==> config.mk <==
export PLATFORM = sky130hd
export DESIGN_NAME = gate_teach_ctrl
export DESIGN_NICKNAME = d
export VERILOG_FILES = /design/src/teach_pkg.sv /design/src/gate_teach_ctrl.sv /design/src/ms_flash_timer.sv
export SDC_FILE = /design/constraint.sdc
export NUM_CORES = 1
export LEC_CHECK = 0
export ABC_AREA = 1
export BUFFER_PORTS_ARGS = -buffer_cell sky130_fd_sc_hd__buf_2
export CAP_MARGIN = 20
export CORE_ASPECT_RATIO = 0.75
export CORE_MARGIN = 10
export CORE_UTILIZATION = 42
export CTS_CLUSTER_SIZE = 40
export DETAILED_ROUTE_END_ITERATION = 6
export SLEW_MARGIN = 20
export SYNTH_ARGS = -nofsm -noshare
export SYNTH_HDL_FRONTEND = slang
export SYNTH_HIERARCHICAL = 1
export SYNTH_SLANG_ARGS = --single-unit
==> constraint.sdc <==
create_clock -name clk -period 10 [get_ports clk]
set_clock_uncertainty 0.05 [all_clocks]
set_input_delay 2 -clock clk [delete_from_list [all_inputs] [get_ports clk]]
set_output_delay 2 -clock clk [all_outputs]
set_load 0.005 [all_outputs]
==> src/teach_pkg.sv <==
// Constants shared by the coded gate switch teach and safety output logic
// Behaviour
// - First detected actuator learned automatically when none learned
// - At most eight learning procedures, remaining count kept
// - New actuator starts learning, gate indicator slow flash
// - After twenty seconds gate indicator flashes quickly
// - Next power-up adopts new actuator, count minus one; code adopts only on power-up within the quick-flash confirm window
// - Previously learned, replaced actuators are never relearned
// - Safety inputs accept upstream outputs, up to 32
// - With diagnostics bus, at most 16 capable switches
// - Opening any gate drives both chain outputs low
// - Chain turn-off latency bounded by per-switch delays
// - Lone input low-to-high return flags plausibility lockout
// - Outputs resume only after both inputs seen low
package teach_pkg;
  localparam int unsigned ID_W            = 16;
  localparam int unsigned LEFT_W          = 4;
  localparam int unsigned IDX_W           = 3;
  localparam int unsigned TEACH_MAX       = 8;
  localparam int unsigned CLK_HZ          = 50_000_000;
  localparam int unsigned MS_PER_S        = 1000;
  localparam int unsigned MS_CYCLES_DEF   = CLK_HZ / MS_PER_S;
  localparam int unsigned TEACH_SLOW_S    = 20;
  localparam int unsigned CONFIRM_S       = 120;
  localparam int unsigned TEACH_SLOW_MS   = TEACH_SLOW_S * MS_PER_S;
  localparam int unsigned CONFIRM_MS      = CONFIRM_S * MS_PER_S;
  localparam int unsigned PHASE_W         = 10;
  localparam logic [PHASE_W-1:0] FLASH_PERIOD_MS = 10'h3E8;
  localparam logic [PHASE_W-1:0] SLOW_ON_MS      = 10'h1F4;
  localparam logic [PHASE_W-1:0] QUICK_ON_MS     = 10'h032;
  localparam logic [LEFT_W-1:0]  LEFT_MAX        = 4'h8;
  localparam logic [LEFT_W-1:0]  LEFT_ONE        = 4'h1;
  localparam logic [31:0]        MS_ONE          = 32'h0000_0001;
  typedef enum logic [1:0] {ST_LOAD, ST_RUN, ST_TEACH_SLOW, ST_TEACH_QUICK} teach_state_t;
endpackage

==> src/gate_teach_ctrl.sv <==
// Teach-in sequencer and two-channel safety output logic of the coded gate switch
module gate_teach_ctrl #(
  parameter int unsigned MS_CYCLES     = teach_pkg::MS_CYCLES_DEF,
  parameter int unsigned SLOW_PHASE_MS = teach_pkg::TEACH_SLOW_MS,
  parameter int unsigned CONFIRM_WIN_MS = teach_pkg::CONFIRM_MS
) (
  input  wire logic                                         clk,
  input  wire logic                                         reset,
  input  wire logic                                         actuator_present,
  input  wire logic                                         actuator_single,
  input  wire logic [teach_pkg::ID_W-1:0]                   actuator_id,
  input  wire logic                                         safety_in_ch1,
  input  wire logic                                         safety_in_ch2,
  input  wire logic                                         nv_learned_in,
  input  wire logic [teach_pkg::ID_W-1:0]                   nv_id_in,
  input  wire logic [teach_pkg::LEFT_W-1:0]                 nv_left_in,
  input  wire logic                                         nv_pend_in,
  input  wire logic [teach_pkg::ID_W-1:0]                   nv_pend_id_in,
  input  wire logic [teach_pkg::TEACH_MAX-1:0][teach_pkg::ID_W-1:0] nv_retired_in,
  output logic                                              nv_learned_out,
  output logic [teach_pkg::ID_W-1:0]                        nv_id_out,
  output logic [teach_pkg::LEFT_W-1:0]                      nv_left_out,
  output logic                                              nv_pend_out,
  output logic [teach_pkg::ID_W-1:0]                        nv_pend_id_out,
  output logic [teach_pkg::TEACH_MAX-1:0][teach_pkg::ID_W-1:0] nv_retired_out,
  output logic                                              nv_write,
  output logic                                              safety_out_ch1,
  output logic                                              safety_out_ch2,
  output logic                                              signal_diag_output,
  output logic                                              gate_led,
  output logic                                              input_led,
  output logic                                              device_led_green,
  output logic                                              device_led_red,
  output logic                                              plaus_fault
);
  import teach_pkg::*;

  teach_state_t                       state_reg, state_next;
  logic [31:0]                        ms_reg, ms_next;
  logic                               learned_reg, learned_next;
  logic [ID_W-1:0]                    id_reg, id_next;
  logic [LEFT_W-1:0]                  left_reg, left_next;
  logic                               pend_reg, pend_next;
  logic [ID_W-1:0]                    pend_id_reg, pend_id_next;
  logic [TEACH_MAX-1:0][ID_W-1:0]     retired_reg, retired_next;
  logic                               write_reg, write_next;
  logic                               ch1_prev_reg, ch2_prev_reg;
  logic                               fault_reg;
  logic                               out_reg, diag_reg;
  logic                               gate_led_reg, input_led_reg, green_reg, red_reg;
  logic                               ms_tick, slow_on, quick_on;

  ms_flash_timer #(.MS_CYCLES(MS_CYCLES)) u_timer (
    .clk      (clk),
    .reset    (reset),
    .ms_tick  (ms_tick),
    .slow_on  (slow_on),
    .quick_on (quick_on)
  );

  // Retired slots in use: one per adoption already consumed from the count
  wire [LEFT_W-1:0] used_slots = LEFT_MAX - left_reg;
  wire [LEFT_W-1:0] load_idx   = LEFT_MAX - nv_left_in;
  logic [TEACH_MAX-1:0] retired_hit;
  genvar gi;
  generate
    for (gi = 0; gi < TEACH_MAX; gi++) begin : g_retired
      assign retired_hit[gi] = (LEFT_W'(gi) < used_slots) && (retired_reg[gi] == actuator_id);
    end
  endgenerate

  // Actuator classification
  wire in_range    = actuator_present && actuator_single;
  wire known       = learned_reg && actuator_present && (actuator_id == id_reg);
  wire first_seen  = in_range && !learned_reg;
  wire used_before = |retired_hit;
  wire count_left  = (left_reg != '0);
  wire newcomer    = in_range && learned_reg && !known && !used_before && count_left;
  wire pend_stays  = actuator_present && (actuator_id == pend_id_reg);
  wire slow_done   = ms_tick && (ms_reg == SLOW_PHASE_MS - 1);
  wire window_over = ms_tick && (ms_reg == CONFIRM_WIN_MS - 1);
  wire adopt       = nv_learned_in && nv_pend_in && (nv_left_in != '0);

  // Sequencer next state; every change of the learned image is flagged for the store
  always_comb begin
    state_next   = state_reg;
    ms_next      = ms_reg;
    learned_next = learned_reg;
    id_next      = id_reg;
    left_next    = left_reg;
    pend_next    = pend_reg;
    pend_id_next = pend_id_reg;
    retired_next = retired_reg;
    write_next   = 1'b0;
    case (state_reg)
      ST_LOAD: begin
        state_next   = ST_RUN;
        learned_next = nv_learned_in;
        id_next      = nv_id_in;
        left_next    = nv_left_in;
        pend_next    = 1'b0;
        pend_id_next = nv_pend_id_in;
        retired_next = nv_retired_in;
        write_next   = nv_pend_in;
        if (adopt) begin
          retired_next[load_idx[IDX_W-1:0]] = nv_id_in;
          id_next   = nv_pend_id_in;
          left_next = nv_left_in - LEFT_ONE;
        end
      end
      ST_RUN: begin
        if (first_seen) begin
          learned_next = 1'b1;
          id_next      = actuator_id;
          write_next   = 1'b1;
        end else if (newcomer) begin
          state_next   = ST_TEACH_SLOW;
          ms_next      = '0;
          pend_id_next = actuator_id;
        end
      end
      ST_TEACH_SLOW: begin
        if (!pend_stays) begin
          state_next = ST_RUN;
        end else if (slow_done) begin
          state_next = ST_TEACH_QUICK;
          ms_next    = '0;
          pend_next  = 1'b1;
          write_next = 1'b1;
        end else if (ms_tick) begin
          ms_next = ms_reg + MS_ONE;
        end
      end
      ST_TEACH_QUICK: begin
        if (!pend_stays || window_over) begin
          state_next = ST_RUN;
          pend_next  = 1'b0;
          write_next = 1'b1;
        end else if (ms_tick) begin
          ms_next = ms_reg + MS_ONE;
        end
      end
      default: begin
        state_next = ST_LOAD;
      end
    endcase
  end

  // Sequencer registers; the learned image is fetched from the store after each power-up
  always_ff @(posedge clk or posedge reset) begin
    if (reset) begin
      state_reg   <= ST_LOAD;
      ms_reg      <= '0;
      learned_reg <= 1'b0;
      id_reg      <= '0;
      left_reg    <= '0;
      pend_reg    <= 1'b0;
      pend_id_reg <= '0;
      retired_reg <= '0;
      write_reg   <= 1'b0;
    end else begin
      state_reg   <= state_next;
      ms_reg      <= ms_next;
      learned_reg <= learned_next;
      id_reg      <= id_next;
      left_reg    <= left_next;
      pend_reg    <= pend_next;
      pend_id_reg <= pend_id_next;
      retired_reg <= retired_next;
      write_reg   <= write_next;
    end
  end

  // Plausibility: a lone input coming back high without a common low is a fault
  wire both_high  = safety_in_ch1 && safety_in_ch2;
  wire both_low   = !safety_in_ch1 && !safety_in_ch2;
  wire lone_rise  = both_high && (ch1_prev_reg != ch2_prev_reg);
  wire fault_next = both_low ? 1'b0 : (lone_rise | fault_reg);
  wire gate_ok    = known && (state_reg == ST_RUN);
  wire out_next   = gate_ok && both_high && !fault_next;

  // Output path is one register deep, keeping the per-switch delay bounded
  always_ff @(posedge clk or posedge reset) begin
    if (reset) begin
      ch1_prev_reg <= 1'b0;
      ch2_prev_reg <= 1'b0;
      fault_reg    <= 1'b0;
      out_reg      <= 1'b0;
      diag_reg     <= 1'b0;
    end else begin
      ch1_prev_reg <= safety_in_ch1;
      ch2_prev_reg <= safety_in_ch2;
      fault_reg    <= fault_next;
      out_reg      <= out_next;
      diag_reg     <= gate_ok;
    end
  end

  // Indicators follow the teach phase and the plausibility state
  always_ff @(posedge clk or posedge reset) begin
    if (reset) begin
      gate_led_reg  <= 1'b0;
      input_led_reg <= 1'b0;
      green_reg     <= 1'b0;
      red_reg       <= 1'b0;
    end else begin
      gate_led_reg  <= (state_reg == ST_TEACH_SLOW) ? slow_on :
                       (state_reg == ST_TEACH_QUICK) ? quick_on :
                       actuator_present;
      input_led_reg <= fault_reg ? slow_on : both_high;
      green_reg     <= !fault_reg;
      red_reg       <= fault_reg && slow_on;
    end
  end

  // Both channels share one register so they cannot disagree on their own
  assign safety_out_ch1     = out_reg;
  assign safety_out_ch2     = out_reg;
  assign signal_diag_output = diag_reg;
  assign gate_led           = gate_led_reg;
  assign input_led          = input_led_reg;
  assign device_led_green   = green_reg;
  assign device_led_red     = red_reg;
  assign plaus_fault        = fault_reg;
  assign nv_learned_out     = learned_reg;
  assign nv_id_out          = id_reg;
  assign nv_left_out        = left_reg;
  assign nv_pend_out        = pend_reg;
  assign nv_pend_id_out     = pend_id_reg;
  assign nv_retired_out     = retired_reg;
  assign nv_write           = write_reg;
endmodule // gate_teach_ctrl

==> src/ms_flash_timer.sv <==
// Millisecond tick divider and indicator flash pattern phases
module ms_flash_timer #(
  parameter int unsigned MS_CYCLES = teach_pkg::MS_CYCLES_DEF
) (
  input  wire logic clk,
  input  wire logic reset,
  output logic      ms_tick,
  output logic      slow_on,
  output logic      quick_on
);
  import teach_pkg::*;

  logic [31:0]        div_reg;
  logic [PHASE_W-1:0] phase_reg;
  logic               tick_reg;
  logic               slow_reg;
  logic               quick_reg;
  wire                div_wrap   = (div_reg == MS_CYCLES - 1);
  wire                phase_wrap = (phase_reg == FLASH_PERIOD_MS - 10'h001);

  // Divider and one-second flash phase; patterns are registered so they never glitch
  always_ff @(posedge clk or posedge reset) begin
    if (reset) begin
      div_reg   <= '0;
      phase_reg <= '0;
      tick_reg  <= 1'b0;
      slow_reg  <= 1'b0;
      quick_reg <= 1'b0;
    end else begin
      div_reg  <= div_wrap ? '0 : div_reg + MS_ONE;
      tick_reg <= div_wrap;
      if (div_wrap) begin
        phase_reg <= phase_wrap ? '0 : phase_reg + 10'h001;
      end
      slow_reg  <= (phase_reg < SLOW_ON_MS);
      quick_reg <= (phase_reg < QUICK_ON_MS);
    end
  end

  assign ms_tick  = tick_reg;
  assign slow_on  = slow_reg;
  assign quick_on = quick_reg;
endmodule // ms_flash_timer

## Yosys cells after proc, flatten, opt, wreduce, memory -nomap -nowiden

Index checks and enable logic that the tools add are counted.
Widths: inputs -> output; s select.

| storage, ports and cells | value |
|---|---|
| bits in registers | 255 |
| bits of input ports | 188 |
| word-level logic and storage cells | 166 |

| cells by class | value |
|---|---|
| add/sub/neg operators | 6 |
| $lt $le $gt $ge | 12 |
| equal/unequal tests | 26 |
| muxes and demuxes | 41 |
| bitwise logic cells | 1 |
| reductions and logical operators | 50 |

Operators by type and width:

| cell | count |
|---|---|
| $mux 32 | 7 |
| $eq 16x16->1 | 10 |
| $bwmux 128 | 1 |
| $mux 128 | 1 |
| $pmux 32 s3 | 1 |
| $mux 16 | 5 |
| $add 32x1->32 const B | 2 |
| $pmux 16 s2 | 2 |
| $demux 16 s3 | 1 |
| $eq 32x15->1 const B | 1 |
| $eq 32x16->1 const B | 1 |
| $eq 32x17->1 const B | 1 |
| $logic_and 1x1->1 | 29 |
| $lt 3x4->1 const A | 4 |
| $ne 2x2->1 const B | 7 |
| $mux 1 | 12 |
| $add 10x1->10 const B | 1 |
| $eq 10x10->1 const B | 1 |
| $lt 10x6->1 const B | 1 |
| $lt 10x9->1 const B | 1 |
| $mux 10 | 1 |
| $mux 2 | 5 |
| $logic_not 1->1 | 8 |
| $lt 1x4->1 const A | 2 |
| 26 further kinds | 31 |

## Depth between registers and ports, before layout

| depth | value |
|---|---|
| depth in word-level cells | 10 |
| depth in mapped cells | 16 |
| depth with buffers taken out | 15 |

## Cells and area by module

Netlist, hierarchy kept.

By module, submodules not included:

| module | instances | cells an instance | area an instance (sq um) | seq. area each (sq um) |
|---|---|---|---|---|
| gate_teach_ctrl | 1 | 1990 | 13634.3 | 5255.0 |
| ms_flash_timer | 1 | 360 | 2648.8 | 1126.1 |

## Least setup slack after synthesis

No wires, ideal clock.

| timing | value |
|---|---|
| path kind | input port to flip-flop |
| start point | input port actuator_id[4] (netlist bit) |
| end point | register ms_reg[2] |
| setup time | 117 ps |
| arrival time | 3300 ps |
| data required time | 9833 ps |
| slack | 6533 ps |
| stages | 13 |
| path through | buf_4 > xor2_1 > nor2_1 > nand3_1 > nor2_2 > nand2_1 > nand2_2 > o21ai_2 > nor2_8 > nand2_4 > buf_6 > nand2_1 > nand2_1 |

| between the ends | value |
|---|---|
| longest elaborated chain between the ends | 8 |

RTL lines:

| item | RTL line | source |
|---|---|---|
| start: declaration | gate_teach_ctrl.sv:11 | `input wire logic [teach_pkg::ID_W-1:0] actuator_id,` |
| $eq 16x16->1, on equally long branches | gate_teach_ctrl.sv:68, gate_teach_ctrl.sv:74 |  |
| $logic_and 1x1->1, on equally long branches | gate_teach_ctrl.sv:68, gate_teach_ctrl.sv:74 |  |
| $reduce_or 8->1 or $logic_not 1->1 (tied branches) | gate_teach_ctrl.sv:76, gate_teach_ctrl.sv:78 |  |
| $logic_not 1->1 or $logic_and 1x1->1 (tied branches) | gate_teach_ctrl.sv:78 | `wire newcomer = in_range && learned_reg && !known && !used_before && count_left;` |
| $logic_and 1x1->1 (2 in series) | gate_teach_ctrl.sv:78 |  |
| $ne 2x2->1 (no source line) | - |  |
| $reduce_and 5->1 (no source line) * | - |  |
| end signal: assignment | gate_teach_ctrl.sv:163 | `ms_reg <= ms_next;` |
| end: declaration | gate_teach_ctrl.sv:39 | `logic [31:0] ms_reg, ms_next;` |

Every way passes the cells marked *; elsewhere a longest branch is shown, timed or not.
A chain may end at the register's enable or synchronous reset.

## Worst setup path after layout

| timing | value |
|---|---|
| start point | input port actuator_id[10] (netlist bit) |
| end point | register ms_reg[4] |

Same word-level chain as after synthesis.

==> results.ini <==
[outcome]
outcome=complete, no violations

[grt]
track_usage=0.2967
grt_pass1_vias=16655
grt_pass1_wl_mm=107.3
grt_overflow=0
grt_max_degree=110
antenna_found_initial=8

[floorplan]
core_mm2=0.03832
die_w_um=247.4
pin_count=363
initial_utilization=0.4249
num_rows=62
die_area_mm2=0.04713
die_h_um=190.5

[sta]
whs_ns=0.4211
max_slew_margin=0.2753
finalWorstSetupSlack_ns=5.387
finalCritPeriodShare=0.4613
tightest_slew_ns=1.087
slew_violations=0
hold_violations=0
tns_ns=0
rsz0062_at_grt=false
fin_crit_ns=4.613
fmax_ghz=0.2168
setup_viol=0

[worst_hold_path]
holdPathStages=2
hold_class=reg -> reg
hold_start=ms_reg[31]$_DFFE_PP0P_
whs_endpoint=ms_reg[31]$_DFFE_PP0P_

[pwr]
leakage_nw=9.393
ir_drop_uv=121.2
design_power_total_mw=5.184
powerDensity_mw_per_mm2=270.0

[clock_network]
clock_sinks=255
cts_hold_buf=0
clkTransAtPathRegs_ns=0.06
cts_buffer_depth=3
post_cts_buffers=0
htreeDepth=1
post_cts_resized=0
cts_buffers=29
clockRootBuffer=clkbuf_16
tritoncts=yes
insertion_delay_ns=0.58

[route]
drt-initial-drc-count=2189
wl_per_cell_um=22.66
ant_nets=0
drc_errors=0
vias=17679
routed_wl_mm=71.84
first_pass_iters=5
viasPerCell=5.577

[yosys]
yosysTopAreaCellShare=0.3919
synth_area_leaders=dfrtp_1 (39%), nand2_1 (15%), o21ai_0 (7.7%)
ys_ff_latch=255
synth_edf_count=0
yosysWarnings=6
synth_cell_types=46
synthCells=2350
ys_seq_area_frac=0.3919
yosysTopAreaCell=dfrtp_1
synth_fp_nets=2549
syn_area_per_cell_um2=6.929
synth.most_common_cell=nand2_1
synth-async-reset-ratio=1.000
synthTopCellsByCount=nand2_1 (633), nor2_1 (268), dfrtp_1 (255)
synthFlopType=dfrtp_1
synth_area_mm2=0.01628

[setup_path]
startpoint_type=input pin
cp_max_fo=52
critPathArrivalTime_ns=5.02
r2r_end=nv_id_out[1]$_DFFE_PP0P_
r2r_cells=9
endpoint_kind=flip-flop
crit_required_ns=10.41
worst-setup-path-type=in -> reg
worstReg2RegStart=state_reg[1]$_DFFE_PP0P_
ff2ff_setup_slack_ns=6.33

[finish]
final_area_mm2=0.01920
fin_util=0.5011
layout.cells.non_filler=3170
fillCellCount=3906
fin_nets=2829
layout-drive-gt1-share=0.1806
syn_to_final_growth_pct=17.93
largest_reg_flops=128

[placed_design]
dpl_cell_area_mm2=0.01827
hpwlAfterDp_mm=52.91
place_ws_ns=4.923
dp_cells=3111
globalplace.congestion=0.9709
io_buffers=362

[flow_run]
cap_violations=0

per-layer routing:
| layer | global-route usage | routed length [um] | vias up |
|---|---|---|---|
| met5 | 0 | 46 | - |
| met4 | 0.09478 | 2411 | 6 |
| met3 | 0.09686 | 8889 | 157 |
| met2 | 0.4317 | 30060 | 1038 |
| met1 | 0.4084 | 30430 | 8279 |
| li1 | - | - | 8199 |
layout by cell type (no fill, tap or decap), types with 11 or more instances in the layout:
cell and count:
a21oi_1 24, a31oi_1 18, buf_2 362, buf_4 16, clkbuf_16 29, dfrtp_1 255, inv_1 209, nand2_1 631
nand3_1 127, nand4_1 26, nor2_1 265, nor3_1 156, o21ai_0 251, o21ai_2 11, o22ai_1 66, xnor2_1 22
xor2_1 88
how the worst max path moves through the flow:
| stage | from | endpoint | slack (ns) | cells after the start |
|---|---|---|---|---|
| detailed placement | actuator_id[10] | ms_reg[4]$_DFFE_PP0P_ | 4.92 | 14 |
| global route | actuator_id[10] | ms_reg[21]$_DFFE_PP0P_ | 5.22 | 14 |
| global placement | actuator_id[10] | ms_reg[16]$_DFFE_PP0P_ | 4.96 | 14 |
| CTS | actuator_id[10] | ms_reg[22]$_DFFE_PP0P_ | 5.52 | 14 |
| floorplan | reset | ch1_prev_reg$_DFF_PP0_ | 2.21 | 1 |
| finish | actuator_id[10] | ms_reg[4]$_DFFE_PP0P_ | 5.39 | 14 |
report_power, final:
group	leakage (nW)	internal, mW	switching, mW
Sequential	3.20	1.39	0.442
Clock	0.447	0.589	0.469
Combinational	5.75	0.796	1.50
logic make-up after synthesis:
logic type               share of synthesized area
AND/OR/NAND/NOR                             0.3238
buffers and inverters                      0.08998
AO/OA/AOI/OAI                               0.1257
adder cells (fa/ha/maj)                   0.008452
flip-flops                                  0.3919
XOR/XNOR                                   0.06017
area by class of cell:
| class | count | area, um^2 | area share |
|---|---|---|---|
| Multi-Input combinational cell | 1747 | 8462 | 0.4407 |
| Sequential cell | 255 | 6381 | 0.3323 |
| Timing Repair Buffer | 379 | 1959 | 0.1020 |
| Inverter | 218 | 825.8 | 0.04301 |
| Clock buffer | 38 | 799.5 | 0.04164 |
| Tap cell | 512 | 640.6 | 0.03336 |
| Clock inverter | 16 | 121.4 | 0.006320 |
| Antenna cell | 5 | 12.51 | 0.0006516 |
critical path, stage by stage:
cell	delay, ns
buf_2	0.40
inv_1	0.29
or2_0	0.26
o211ai_1	0.10
nor2_1	0.09
nand3_1	0.30
nand2_1	0.09
nor2_1	0.17
nand3_1	0.11
nand2_2	0.06
buf_4	0.49
nand2_4	0.36
nand2_1	0.14
nand2_1	0.07
Power figures use the tool's default switching activity.
